--- config.mk ---
export PLATFORM = sky130hd
export DESIGN_NAME = pdc_top
export DESIGN_NICKNAME = d
export VERILOG_FILES = /design/src/pdc_pkg.sv /design/src/pdc_core.sv /design/src/pdc_top.sv
export SDC_FILE = /design/constraint.sdc
export NUM_CORES = 1
export LEC_CHECK = 0
export BUFFER_PORTS_ARGS = -buffer_cell sky130_fd_sc_hd__buf_2
export CORE_MARGIN = 5
export CORE_UTILIZATION = 25
export DETAILED_ROUTE_END_ITERATION = 7
export PLACE_DENSITY = 0.46
export SYNTH_ARGS = -nofsm -noshare
export SYNTH_HDL_FRONTEND = slang
export SYNTH_SLANG_ARGS = --single-unit
--- constraint.sdc ---
create_clock -name clk_i -period 3 [get_ports clk_i]
set_input_delay 0 -clock clk_i [delete_from_list [all_inputs] [get_ports clk_i]]
set_output_delay 0 -clock clk_i [all_outputs]
set_load 0.01 [all_outputs]
--- src/pdc_pkg.sv ---
// Package: constants and types for the programmable down counter
package pdc_pkg;

	// ----------------------------------------
	// Bus geometry
	// ----------------------------------------
	localparam int PDC_ADDR_W = 5;
	localparam int PDC_DATA_W = 32;
	localparam int PDC_CNT_W = 8;

	// ----------------------------------------
	// Register offsets (byte addresses)
	// ----------------------------------------
	localparam logic [PDC_ADDR_W-1:0] PDC_OFS_CTRL = 5'h00;
	localparam logic [PDC_ADDR_W-1:0] PDC_OFS_PRESET = 5'h04;
	localparam logic [PDC_ADDR_W-1:0] PDC_OFS_COUNT = 5'h08;
	localparam logic [PDC_ADDR_W-1:0] PDC_OFS_STATUS = 5'h0c;
	localparam logic [PDC_ADDR_W-1:0] PDC_OFS_STEP = 5'h10;

	// ----------------------------------------
	// Field positions
	// ----------------------------------------
	localparam int PDC_CTRL_FORCE_MAX_N = 0;
	localparam int PDC_CTRL_ASYNC_LOAD_N = 1;
	localparam int PDC_CTRL_SYNC_LOAD_N = 2;
	localparam int PDC_CTRL_COUNT_ENABLE_N = 3;
	localparam int PDC_CTRL_PIN_CLOCK_EN = 4;
	localparam int PDC_CTRL_W = 5;
	localparam int PDC_STAT_TZ_N = 0;
	localparam int PDC_STAT_BCD = 1;
	localparam int PDC_STAT_EN_PIN_N = 2;
	localparam int PDC_STEP_GO = 0;

	// ----------------------------------------
	// Reset values and counter limits
	// ----------------------------------------
	localparam logic [PDC_CTRL_W-1:0] PDC_CTRL_RESET = 5'h0f;
	localparam logic [PDC_CNT_W-1:0] PDC_PRESET_RESET = 8'h00;
	localparam logic [PDC_CNT_W-1:0] PDC_MAX_BIN = 8'hff;
	localparam logic [PDC_CNT_W-1:0] PDC_MAX_BCD = 8'h99;
	localparam logic [3:0] PDC_DIGIT_MAX = 4'h9;
	localparam logic [PDC_CNT_W-1:0] PDC_ZERO = 8'h00;
	localparam int PDC_SYNC_STAGES = 2;

	// ----------------------------------------
	// Types
	// ----------------------------------------
	typedef struct packed {
		logic count_enable_n;
		logic sync_load_n;
		logic async_load_n;
		logic force_max_n;
	} pdc_ctrl_t;

	typedef enum logic [1:0] {
		PDC_BUS_IDLE,
		PDC_BUS_ACK
	} pdc_bus_t;

endpackage

--- src/pdc_core.sv ---
// Counting stage: count register, loads, wrap and terminal-zero flag
module pdc_core
	import pdc_pkg::*;
#(
	parameter bit BCD_MODE = 1'b0
) (
	// Clock and reset
	input wire logic clk_i,
	input wire logic rst_i,
	// Control
	input wire pdc_ctrl_t ctrl_i,
	input wire logic tick_i,
	input wire logic [PDC_CNT_W-1:0] preset_value_i,
	// State
	output logic [PDC_CNT_W-1:0] count_o,
	output logic terminal_zero_n_o
);

	localparam logic [PDC_CNT_W-1:0] MAX_COUNT = BCD_MODE ? PDC_MAX_BCD : PDC_MAX_BIN;

	logic [PDC_CNT_W-1:0] next_count;

	// ----------------------------------------
	// Helpers
	// ----------------------------------------
	// Loads above the variant's ceiling are clipped digit by digit
	function automatic logic [PDC_CNT_W-1:0] fit(input logic [PDC_CNT_W-1:0] v);
		logic [3:0] hi;
		logic [3:0] lo;
		hi = v[7:4];
		lo = v[3:0];
		if (!BCD_MODE) begin
			return v;
		end
		if (hi > PDC_DIGIT_MAX) begin
			hi = PDC_DIGIT_MAX;
		end
		if (lo > PDC_DIGIT_MAX) begin
			lo = PDC_DIGIT_MAX;
		end
		return {hi, lo};
	endfunction

	function automatic logic [PDC_CNT_W-1:0] dec(input logic [PDC_CNT_W-1:0] v);
		if (v == PDC_ZERO) begin
			return MAX_COUNT;
		end
		if (!BCD_MODE) begin
			return v - 8'h01;
		end
		if (v[3:0] == 4'h0) begin
			return {v[7:4] - 4'h1, PDC_DIGIT_MAX};
		end
		return {v[7:4], v[3:0] - 4'h1};
	endfunction

	// ----------------------------------------
	// Next count, by priority
	// ----------------------------------------
	always_comb begin
		next_count = count_o;
		if (!ctrl_i.force_max_n) begin
			next_count = MAX_COUNT;
		end else if (!ctrl_i.async_load_n) begin
			next_count = fit(preset_value_i);
		end else if (tick_i) begin
			if (!ctrl_i.sync_load_n) begin
				next_count = fit(preset_value_i);
			end else if (!ctrl_i.count_enable_n) begin
				next_count = dec(count_o);
			end
		end
	end

	// ----------------------------------------
	// State
	// ----------------------------------------
	// Only tick edges move the count in normal modes
	always_ff @(posedge clk_i) begin
		if (rst_i) begin
			count_o <= MAX_COUNT;
		end else begin
			count_o <= next_count;
		end
	end

	// Flag follows the new count so it stays aligned with count_o
	always_ff @(posedge clk_i) begin
		if (rst_i) begin
			terminal_zero_n_o <= 1'b1;
		end else begin
			terminal_zero_n_o <= ~(next_count == PDC_ZERO && !ctrl_i.count_enable_n);
		end
	end

endmodule

--- src/pdc_top.sv ---
// Programmable down counter with Wishbone register access
//
// Behaviour
// - Eight-stage down counter; count moves only on tick, except clear and async load.
// - Decimal variant holds two BCD digits; largest count or load is 99.
// - Binary variant holds eight binary bits; largest count or load is 255.
// - Clear low forces maximum count at once, overriding all other controls.
// - Async load low copies preset at once, ignoring sync load and enable.
// - Sync load low loads preset on the next count tick, whatever the enable.
// - With loads and clear high and enable low, each tick decrements by one.
// - With enable high and loads and clear high, the count holds.
// - A counting tick at zero wraps to maximum: divide by 100 or 256.
// - Terminal-zero output is low while count is zero and enable is low.
// - While enable is high, terminal-zero output stays high even at zero.
//
// Our own choices: the Wishbone slave port and the register addresses.
module pdc_top
	import pdc_pkg::*;
#(
	parameter bit BCD_MODE = 1'b0
) (
	// Clock and reset
	input wire logic clk_i,
	input wire logic rst_i,
	// Wishbone slave
	input wire logic wb_cyc_i,
	input wire logic wb_stb_i,
	input wire logic wb_we_i,
	input wire logic [PDC_ADDR_W-1:0] wb_adr_i,
	input wire logic [3:0] wb_sel_i,
	input wire logic [PDC_DATA_W-1:0] wb_dat_i,
	output logic [PDC_DATA_W-1:0] wb_dat_o,
	output logic wb_ack_o,
	// Counter pins
	input wire logic count_clock_i,
	input wire logic count_enable_n_i,
	output logic terminal_zero_n_o,
	output logic [PDC_CNT_W-1:0] count_o
);

	// ----------------------------------------
	// Declarations
	// ----------------------------------------
	logic [PDC_CTRL_W-1:0] ctrl;
	logic [PDC_CNT_W-1:0] preset;
	logic step;
	logic [PDC_SYNC_STAGES-1:0] clk_sync;
	logic [PDC_SYNC_STAGES-1:0] en_sync;
	logic clk_last;
	logic pin_tick;
	logic tick;
	logic wr_go;
	logic rd_go;
	pdc_ctrl_t core_ctrl;
	pdc_bus_t bus_state;

	// Writes land on the edge where the master samples ack, never earlier
	assign wr_go = wb_cyc_i && wb_stb_i && wb_we_i && wb_ack_o;
	assign rd_go = wb_cyc_i && wb_stb_i && !wb_we_i && bus_state == PDC_BUS_IDLE;

	// ----------------------------------------
	// Pin synchronisers
	// ----------------------------------------
	// Pins are foreign to clk_i; only the second stage is used
	always_ff @(posedge clk_i) begin
		if (rst_i) begin
			clk_sync <= '0;
			en_sync <= '1;
		end else begin
			clk_sync <= {clk_sync[0], count_clock_i};
			en_sync <= {en_sync[0], count_enable_n_i};
		end
	end

	always_ff @(posedge clk_i) begin
		if (rst_i) begin
			clk_last <= 1'b0;
		end else begin
			clk_last <= clk_sync[1];
		end
	end

	// Rising edge of the pin clock; pin rate must stay under clk_i / 4
	assign pin_tick = clk_sync[1] && !clk_last && ctrl[PDC_CTRL_PIN_CLOCK_EN];
	assign tick = pin_tick || step;

	// Either enable source high inhibits; pin carries the cascade
	always_comb begin
		core_ctrl.force_max_n = ctrl[PDC_CTRL_FORCE_MAX_N];
		core_ctrl.async_load_n = ctrl[PDC_CTRL_ASYNC_LOAD_N];
		core_ctrl.sync_load_n = ctrl[PDC_CTRL_SYNC_LOAD_N];
		core_ctrl.count_enable_n = ctrl[PDC_CTRL_COUNT_ENABLE_N] | en_sync[1];
	end

	// ----------------------------------------
	// Bus handshake
	// ----------------------------------------
	// Ack one cycle after the request, then one idle cycle
	always_ff @(posedge clk_i) begin
		if (rst_i) begin
			bus_state <= PDC_BUS_IDLE;
		end else begin
			case (bus_state)
				PDC_BUS_IDLE: begin
					if (wb_cyc_i && wb_stb_i) begin
						bus_state <= PDC_BUS_ACK;
					end
				end
				PDC_BUS_ACK: begin
					bus_state <= PDC_BUS_IDLE;
				end
				default: begin
					bus_state <= PDC_BUS_IDLE;
				end
			endcase
		end
	end

	always_ff @(posedge clk_i) begin
		if (rst_i) begin
			wb_ack_o <= 1'b0;
		end else begin
			wb_ack_o <= wb_cyc_i && wb_stb_i && bus_state == PDC_BUS_IDLE;
		end
	end

	// ----------------------------------------
	// Writable registers
	// ----------------------------------------
	always_ff @(posedge clk_i) begin
		if (rst_i) begin
			ctrl <= PDC_CTRL_RESET;
		end else if (wr_go && wb_sel_i[0] && wb_adr_i == PDC_OFS_CTRL) begin
			ctrl <= wb_dat_i[PDC_CTRL_W-1:0];
		end
	end

	always_ff @(posedge clk_i) begin
		if (rst_i) begin
			preset <= PDC_PRESET_RESET;
		end else if (wr_go && wb_sel_i[0] && wb_adr_i == PDC_OFS_PRESET) begin
			preset <= wb_dat_i[PDC_CNT_W-1:0];
		end
	end

	// Software tick: one cycle pulse per write of a one
	always_ff @(posedge clk_i) begin
		if (rst_i) begin
			step <= 1'b0;
		end else begin
			step <= wr_go && wb_sel_i[0] && wb_adr_i == PDC_OFS_STEP && wb_dat_i[PDC_STEP_GO];
		end
	end

	// ----------------------------------------
	// Read data
	// ----------------------------------------
	// Unmapped and write-only addresses read as zero
	always_ff @(posedge clk_i) begin
		if (rst_i) begin
			wb_dat_o <= '0;
		end else if (rd_go) begin
			if (wb_adr_i == PDC_OFS_CTRL) begin
				wb_dat_o <= {{(PDC_DATA_W-PDC_CTRL_W){1'b0}}, ctrl};
			end else if (wb_adr_i == PDC_OFS_PRESET) begin
				wb_dat_o <= {{(PDC_DATA_W-PDC_CNT_W){1'b0}}, preset};
			end else if (wb_adr_i == PDC_OFS_COUNT) begin
				wb_dat_o <= {{(PDC_DATA_W-PDC_CNT_W){1'b0}}, count_o};
			end else if (wb_adr_i == PDC_OFS_STATUS) begin
				wb_dat_o <= {29'h0000_0000, en_sync[1], BCD_MODE, terminal_zero_n_o};
			end else begin
				wb_dat_o <= '0;
			end
		end
	end

	// ----------------------------------------
	// Counting stage
	// ----------------------------------------
	pdc_core #(
		.BCD_MODE(BCD_MODE)
	) u_core (
		.clk_i(clk_i),
		.rst_i(rst_i),
		.ctrl_i(core_ctrl),
		.tick_i(tick),
		.preset_value_i(preset),
		.count_o(count_o),
		.terminal_zero_n_o(terminal_zero_n_o)
	);

endmodule

==> impl_metrics.csv, run 1 <==
group,metric,value,unit
logic_synthesis,synth-edff-count,0,
floorplan,die_y,103,um
detailed_routing,drtPass1Iterations,4,
global_route,antenna_found_initial,0,
job,max_cap_viol_count,0,
critical_path,slowest_stage,"a2111oi_0",
critical_path,end_kind,"flip-flop",
detailed_routing,wl,6400,um
logic_synthesis,synthesis.area,0.00218,mm2
final_layout,finish.utilization,0.311,
timing,fmax,0.385,GHz
timing,hold_viol,0,
timing,worst_pin_slew,0.691,ns
pwr,pwr-share-seq,0.443,
final_layout,drive_gt1_frac,0.205,
clock_tree,cts_buffers,5,
placed_design,dp_hpwl,4840,um
critical_path,cp.required,3.14,ns
detailed_routing,drc,0,
pwr,power_density,436,mW/mm2
final_layout,fillers,959,
clock_tree,clk_pin_slew,0.09,ns
logic_synthesis,synthCells,260,
clock_tree,cts_resized,0,
timing,rsz0062_at_grt,"false",
final_layout,layout_common_cells,"dfxtp_1 (38), buf_2 (38), nor2_1 (33), conb_1 (24), nand2_1 (21)",
pwr,comb_power_share,0.087,
detailed_routing,drtIter0Drc,90,
timing,clock_skew,0.0156,ns
logic_synthesis,ys.flop_type,"dfxtp_1",
global_route,grt_pass1_vias,1850,
timing,maxSlewHeadroom,0.527,
floorplan,die_x,103,um
logic_synthesis,seq_area_frac_synth,0.350,
clock_tree,cts_buffer_depth,2,
pwr,leakagePower,1.20,nW
clock_tree,cts_hold_buf,11,
pwr,clkPwrFrac,0.470,
critical_path,crit_path_start_kind,"flip-flop",
logic_synthesis,avgSynthCellArea,8.37,um2
timing,slew_violations,0,
timing,setup_viol,0,
pwr,p_switching,0.255,mW
logic_synthesis,ys_warn_count,0,
global_route,grt.total_usage,0.121,
outcome,run_status,"finished, final reports clean",
timing,setup_tns,0,ns
floorplan,fp.coreArea,0.00859,mm2
detailed_routing,vias,1987,
logic_synthesis,synth.distinct_cells,56,
clock_tree,clk_latency,0.30,ns
global_route,grt_max_degree,30,
timing,hold_ws,0.0219,ns
critical_path,slowest_delay,0.65,ns
pwr,switching_share,0.219,
timing,timing.final.crit_share,0.867,
final_layout,stdcell_count,420,
placed_design,gp_congestion,0.875,
clock_tree,root_buffer,"clkbuf_8",
clock_tree,htree_levels,2,
critical_path,cp_num_buf_inv,0,
critical_path,crit_arrival,2.74,ns
final_layout,syn2layout_area_growth,22.7,%
worst_hold_path,hp-class,"in -> reg",
pwr,peakVddDrop,0.000225,V
global_route,grt_overflow,0,
critical_path,crit_family,"compound AO/OA/AOI/OAI gates",
logic_synthesis,async_reset_ff_frac,0,
floorplan,initial_core_util,0.253,
detailed_routing,ant_nets,0,
clock_tree,cts_tree,"built",
global_route,grt_pass1_wl,9920,um
critical_path,path_class,"reg -> reg",
placed_design,placed_cells,401,
final_layout,nNetsFinal,361,
clock_tree,cts_sinks,38,
logic_synthesis,ys_seq_elements,38,
placed_design,io_buffers,38,
floorplan,pin_count,90,
detailed_routing,wl_per_cell,15.2,um
pwr,p_int,0.908,mW
floorplan,rows,34,
final_layout,diodes,0,
detailed_routing,routed_via_density,4.73,
clock_tree,cts_setup_buffers,0,
floorplan,fp.dieArea,0.0107,mm2
critical_path,path_max_fanout,5,
critical_path,path_cells,"nor2_1 > a41oi_1 > a2111oi_0 > o22a_1 > nand4b_1 > or4_1",
timing,min_period,2.60,ns
==> kinds of logic after synthesis <==
| kind of cell | count (synthesis) | synth area share |
|---|---|---|
| buffers and inverters | 43 | 0.117 |
| XOR/XNOR | 3 | 0.0121 |
| multiplexers | 18 | 0.0840 |
| AND/OR/NAND/NOR | 99 | 0.233 |
| other | 1 | 0.00172 |
| AO/OA/AOI/OAI | 56 | 0.191 |
| adder cells (fa/ha/maj) | 2 | 0.0115 |
| flip-flops | 38 | 0.350 |
==> final timing paths <==
check / start / end / slack, ns / cells past startpoint
hold reg to reg: en_sync[0] / en_sync[1] / 0.41 / 1
setup / recovery: ctrl[3] / u_core.terminal_zero_n_o / 0.40 / 6
hold / removal: wb_stb_i / bus_state[0] / 0.02 / 3
setup reg to reg: ctrl[3] / u_core.terminal_zero_n_o / 0.40 / 6
==> through the flow <==
stage | power, mW | setup slack (ns) | instance area, um2
global placement | 0.618 | 0.491 | 2420
finish | 1.16 | 0.400 | 2670
global route | 1.21 | 0.307 | 2670
detailed placement | 0.618 | 0.477 | 2420
floorplan | 0.605 | 0.807 | 2260
CTS | 1.18 | 0.451 | 2670
==> worst reg2reg max path: cells and delay by family (launching register included) <==
family	cells	cell delay, ns
flip-flops	1	0.38
AND/OR/NAND/NOR	3	1.04
AO/OA/AOI/OAI	3	1.04
==> area by class of cell <==
type,count,area (um2),area share
clock buffers,6,82.6,0.0309
clock inverters,2,60.1,0.0225
inverters,8,30.0,0.0113
multi-input cells,202,1250,0.467
flip-flops and latches,38,761,0.285
well taps,108,135,0.0506
repair buffers,56,353,0.132
==> flip-flops by register name (all words and copies together), names as in the netlist <==
name and cells:
clk_last 1, u_core.count_o 8, clk_sync 2, bus_state 1, wb_ack_o 1, step 1, u_core.terminal_zero_n_o 1, preset 8
en_sync 2, ctrl 5, wb_dat_o 8
==> cell usage after synthesis, types with 2 or more instances <==
cell type  count  share of area
a22o_1         2         0.0081
or4_1          2         0.0069
nor2_1        33          0.057
nor3_1        10          0.023
a31oi_1        4          0.011
o211ai_1       3          0.010
o22a_1         3          0.012
a21oi_1        7          0.016
nand2b_1       5          0.014
nand2_1       21          0.036
nand3_1        2         0.0046
mux2i_1       16          0.074
clkbuf_1       8          0.014
xnor2_1        2         0.0081
nor4_1         2         0.0057
or3_1          2         0.0057
a41oi_1        2         0.0081
inv_1          8          0.014
buf_2          2         0.0046
nand4b_1       2         0.0081
dfxtp_1       38           0.35
o21ai_0       12          0.028
o21a_1         4          0.014
a221oi_1       2         0.0081
ha_1           2          0.011
nor2b_1        5          0.014
a22oi_1        6          0.021
or2_2          4          0.011
buf_4         24          0.083
==> power groups by stage <==
stage	registers (mW)	logic, mW	clock network, mW
3_3_place_gp	0.527	0.0908	0
4_1_cts	0.515	0.102	0.562
3_5_place_dp	0.527	0.0910	0
6_report	0.515	0.101	0.546
5_1_grt	0.516	0.115	0.580
2_1_floorplan	0.530	0.0757	0
==> metal layers <==
layer	routed length, um	up-vias	track usage
met4	65	0	0.0319
met3	393	6	0.0228
met1	3010	941	0.165
met2	2930	59	0.196
met5	0	-	0
li1	-	981	-
(Power assumes the default switching activity.)
==> run 2: changes to the inputs <==
- CORE_UTILIZATION: 25 -> 43
- PLACE_DENSITY: 0.46 -> 0.76
- clock period: 3 -> 2.2 ns (I/O delays scaled with it)
==> impl_metrics.csv, run 2 (same netlist as run 1, synthesis figures left out) <==
group,metric,value,unit
outcome,run_status,"finished, final reports clean",
final_layout,finish.utilization,0.570,
floorplan,fp.coreArea,0.00482,mm2
detailed_routing,drt-met1-wl,2550,um
clock_tree,htree_levels,2,
timing,rsz0062_at_grt,"false",
clock_tree,clk_latency,0.29,ns
critical_path,path_max_fanout,3,
clock_tree,clk_pin_slew,0.08,ns
detailed_routing,highest_layer,"met4",
pwr,leakagePower,1.28,nW
timing,fmax,0.487,GHz
pwr,p_total,1.30,mW
timing,slew_violations,0,
critical_path,crit_path_start_kind,"flip-flop",
placed_design,gp_congestion,0.939,
pwr,peakVddDrop,0.000368,V
floorplan,initial_core_util,0.452,
timing,maxSlewHeadroom,0.653,
detailed_routing,drtPass1Iterations,5,
placed_design,io_buffers,38,
job,max_cap_viol_count,0,
floorplan,fp.dieArea,0.00658,mm2
floorplan,pin_count,90,
global_route,antenna_found_initial,0,
final_layout,drive_gt1_frac,0.278,
clock_tree,cts_tree,"built",
global_route,grt_overflow,0,
critical_path,crit_family,"simple AND/OR/NAND/NOR gates",
detailed_routing,routed_via_density,5.23,
clock_tree,cts_buffer_depth,2,
critical_path,slowest_stage,"or4_4",
final_layout,layout_common_cells,"buf_2 (38), dfxtp_1 (36), nor2_1 (31), buf_4 (30), conb_1 (24)",
timing,worst_pin_slew,0.516,ns
critical_path,cp.required,2.37,ns
timing,setup_viol,0,
global_route,grt_max_degree,29,
critical_path,slowest_delay,0.49,ns
floorplan,die_x,81.1,um
global_route,grt_pass1_wl,9740,um
detailed_routing,wl,6080,um
global_route,grt_pass1_vias,1992,
detailed_routing,drtIter0Drc,193,
floorplan,die_y,81.1,um
critical_path,end_kind,"flip-flop",
placed_design,dp_hpwl,4540,um
timing,hold_viol,0,
detailed_routing,ant_nets,0,
timing,clock_skew,0.00679,ns
global_route,grt.total_usage,0.191,
floorplan,rows,25,
critical_path,cp_num_buf_inv,0,
final_layout,syn2layout_area_growth,26.2,%
critical_path,path_class,"reg -> reg",
detailed_routing,wl_met2,2910,um
detailed_routing,drc,0,
timing,timing.final.crit_share,0.934,
clock_tree,root_buffer,"clkbuf_8",
detailed_routing,wl_per_cell,15.2,um
pwr,power_density,475,mW/mm2
final_layout,diodes,0,
critical_path,crit_arrival,2.22,ns
final_layout,nNetsFinal,384,
worst_hold_path,hp-class,"in -> reg",
final_layout,top_regs,"preset (8), u_core.count_o (8), wb_dat_o (8)",
detailed_routing,met3_length,559,um
clock_tree,cts_sinks,38,
detailed_routing,vias,2099,
final_layout,final_common_cell,"buf_2",
timing,min_period,2.06,ns
final_layout,fillers,447,
timing,hold_ws,0.0349,ns
critical_path,path_cells,"and3b_4 > or4_4 > o32a_1 > a221oi_2 > nand4b_1 > or4_1",
clock_tree,cts_buffers,5,
[run 2: cell types whose count changed in the layout (fill, tap and decap cells not counted), moves of 2 or more]
cell | previous run | this run
nor2_1 | 33 | 31
dfxtp_1 | 38 | 36
nor2_2 | 0 | 2
clkinv_2 | 0 | 2
dfxtp_2 | 0 | 2
bufinv_16 | 2 | 0
buf_4 | 7 | 30
[run 2: metrics by stage]
step | instances | setup WS [ns] | TNS [ns] | area, um2
floorplan | 283 | 0.00669 | 0 | 2260
global placement | 382 | 0.0424 | 0 | 2530
detailed placement | 382 | -0.0427 | -0.0427 | 2530
CTS | 400 | 0.0130 | 0 | 2720
global route | 401 | 0.0281 | 0 | 2750
finish | 401 | 0.145 | 0 | 2750
[run 2: worst paths after layout]
path | start | endpoint | slack (ns) | depth (start not counted)
setup / recovery | clk_last | u_core.terminal_zero_n_o | 0.14 | 6
hold reg to reg | en_sync[0] | en_sync[1] | 0.42 | 1
hold / removal | wb_we_i | wb_dat_o[0] | 0.03 | 4
setup reg to reg | clk_last | u_core.terminal_zero_n_o | 0.14 | 6
[run 2: cell type report]
class / count / area (um2) / share of cell area
Tap cell: 67 / 83.8 / 0.0305
Timing Repair Buffer: 79 / 526 / 0.191
Clock inverter: 2 / 10.0 / 0.00364
Multi-Input combinational cell: 202 / 1260 / 0.461
Inverter: 8 / 30.0 / 0.0109
Clock buffer: 5 / 68.8 / 0.0251
Sequential cell: 38 / 763 / 0.278
[run 2: timing repair]
action	in CTS	in global routing
setup endpoints to repair	1	1
pin swaps	0	6
setup buffers	0	1
hold buffers	11	0
hold endpoints to repair	16	0
gates resized for setup	1	7
[run 2: routing by layer]
metal  vias up  GRT usage
met2       105      0.326
met3         7     0.0455
li1       1025          -
met5         -          0
met1       962      0.247
met4         0     0.0355
[run 2: worst reg2reg max path, stage by stage, from the launching register on]
cell,delay [ns]
dfxtp_1,0.31
and3b_4,0.20
or4_4,0.49
o32a_1,0.18
a221oi_2,0.25
nand4b_1,0.12
or4_1,0.40
[run 2: power breakdown]
part / switching (mW) / leakage, nW / internal, mW / total, mW
Sequential: 0.00548 / 0.307 / 0.697 / 0.703
Combinational: 0.0814 / 0.931 / 0.0634 / 0.145
Clock: 0.244 / 0.0438 / 0.213 / 0.457
Total: 0.331 / 1.28 / 0.973 / 1.30
==> run 3: changes to the inputs <==
- CORE_MARGIN: 5 -> 2
- PLACE_DENSITY: 0.76 -> default
- PLACE_DENSITY_LB_ADDON: default -> 0.12
- SETUP_SLACK_MARGIN: default -> 0.2
==> impl_metrics.csv, run 3 (same netlist as run 1, synthesis figures left out) <==
group,metric,value,unit
outcome,run_status,"finished, final reports clean",
critical_path,path_class,"reg -> reg",
floorplan,fp.coreArea,0.00479,mm2
timing,rsz0062_at_grt,"true",
final_layout,layout_common_cells,"buf_4 (40), buf_2 (38), dfxtp_1 (32), nor2_1 (31), conb_1 (24)",
worst_hold_path,hp-class,"in -> reg",
clock_tree,clk_pin_slew,0.08,ns
clock_tree,root_buffer,"clkbuf_8",
clock_tree,cts_buffer_depth,2,
global_route,grt_pass1_wl,9400,um
critical_path,path_max_fanout,4,
global_route,grt_max_degree,29,
timing,slew_violations,0,
final_layout,syn2layout_area_growth,32.9,%
final_layout,diodes,0,
placed_design,placed_cells,386,
detailed_routing,drt-met1-wl,2750,um
critical_path,end_kind,"flip-flop",
detailed_routing,routed_via_density,5.12,
pwr,peakVddDrop,0.000304,V
detailed_routing,vias,2110,
detailed_routing,met3_length,373,um
pwr,power_density,473,mW/mm2
clock_tree,clk_latency,0.30,ns
timing,fmax,0.480,GHz
timing,setup_viol,0,
critical_path,crit_arrival,2.26,ns
floorplan,fp.dieArea,0.00565,mm2
critical_path,cp.required,2.38,ns
global_route,grt_overflow,0,
final_layout,nNetsFinal,394,
global_route,antenna_found_initial,0,
placed_design,dp_hpwl,4490,um
detailed_routing,wl,6060,um
floorplan,pin_count,90,
final_layout,top_regs,"preset (8), u_core.count_o (8), wb_dat_o (8)",
critical_path,crit_family,"simple AND/OR/NAND/NOR gates",
clock_tree,cts_sinks,38,
final_layout,drive_gt1_frac,0.328,
clock_tree,cts_buffers,5,
detailed_routing,drc,0,
critical_path,slowest_stage,"or4_1",
clock_tree,htree_levels,2,
critical_path,path_cells,"inv_4 > ha_4 > and3b_2 > a311o_1 > buf_4 > o22a_1 > or4_1",
floorplan,rows,25,
pwr,leakagePower,1.35,nW
timing,setup_tns,0,ns
timing,hold_viol,0,
detailed_routing,highest_layer,"met4",
clock_tree,cts_tree,"built",
placed_design,io_buffers,38,
final_layout,stdcell_count,412,
timing,clock_skew,0.00700,ns
detailed_routing,wl_met2,2860,um
timing,min_period,2.08,ns
floorplan,die_y,75.1,um
job,max_cap_viol_count,0,
detailed_routing,drtIter0Drc,143,
timing,timing.final.crit_share,0.948,
placed_design,gp_congestion,0.922,
detailed_routing,wl_per_cell,14.7,um
global_route,grt_pass1_vias,1939,
global_route,grt.total_usage,0.223,
final_layout,final_common_cell,"buf_4",
final_layout,fillers,444,
detailed_routing,ant_nets,0,
critical_path,crit_path_start_kind,"flip-flop",
critical_path,slowest_delay,0.47,ns
floorplan,initial_core_util,0.455,
critical_path,cp_num_buf_inv,2,
floorplan,die_x,75.1,um
detailed_routing,drtPass1Iterations,4,
[run 3: final timing paths]
check / from / endpoint / slack [ns] / depth (start not counted)
worst min-delay path: wb_stb_i / bus_state[0] / 0.005 / 3
worst max-delay path: u_core.count_o[0] / u_core.terminal_zero_n_o / 0.12 / 7
worst max register to register: u_core.count_o[0] / u_core.terminal_zero_n_o / 0.12 / 7
worst min register to register: en_sync[0] / en_sync[1] / 0.43 / 1
[run 3: repair_timing]
action,CTS,global route
endpoints found under the setup margin,1,2
buffers inserted,3,4
hold buffers,11,0
endpoints found under the hold margin,16,0
pin swaps,10,8
resized for setup,10,5
[run 3: final cells by class]
cell class	instances	area (um2)	area share
Inverter	8	32.5	0.0113
Multi-Input combinational cell	202	1310	0.452
Tap cell	67	83.8	0.0290
Clock buffer	6	82.6	0.0286
Sequential cell	38	773	0.267
Timing Repair Buffer	89	601	0.208
Clock inverter	2	11.3	0.00389
[run 3: metrics by stage]
step | hold slack, ns | util | instance area (um2) | setup WS (ns) | power (mW)
after global placement | 0.185 | 0.538 | 2570 | 0.0983 | 0.842
after global routing | 0.0383 | 0.604 | 2890 | 0.0553 | 1.43
final | 0.00524 | 0.604 | 2890 | 0.115 | 1.37
after detailed placement | 0.190 | 0.538 | 2570 | 0.0515 | 0.844
after CTS | 0.00232 | 0.594 | 2840 | 0.131 | 1.38
after floorplan | 0.104 | - | 2280 | 0.133 | 0.824
[run 3: metal layers]
metal	GRT usage	vias up
met5	0	-
met4	0.0721	0
met3	0.0415	9
met2	0.365	76
met1	0.299	974
li1	-	1051
[run 3: power breakdown]
part | internal, mW | total [mW] | leakage (nW) | switching [mW]
logic | 0.0649 | 0.148 | 0.988 | 0.0836
clock network | 0.253 | 0.520 | 0.0515 | 0.267
registers | 0.695 | 0.700 | 0.306 | 0.00491
[run 3: worst min-delay path, stage by stage]
cell and delay (ns):
buf_2 0.09, nand2_1 0.11, nor3_1 0.05
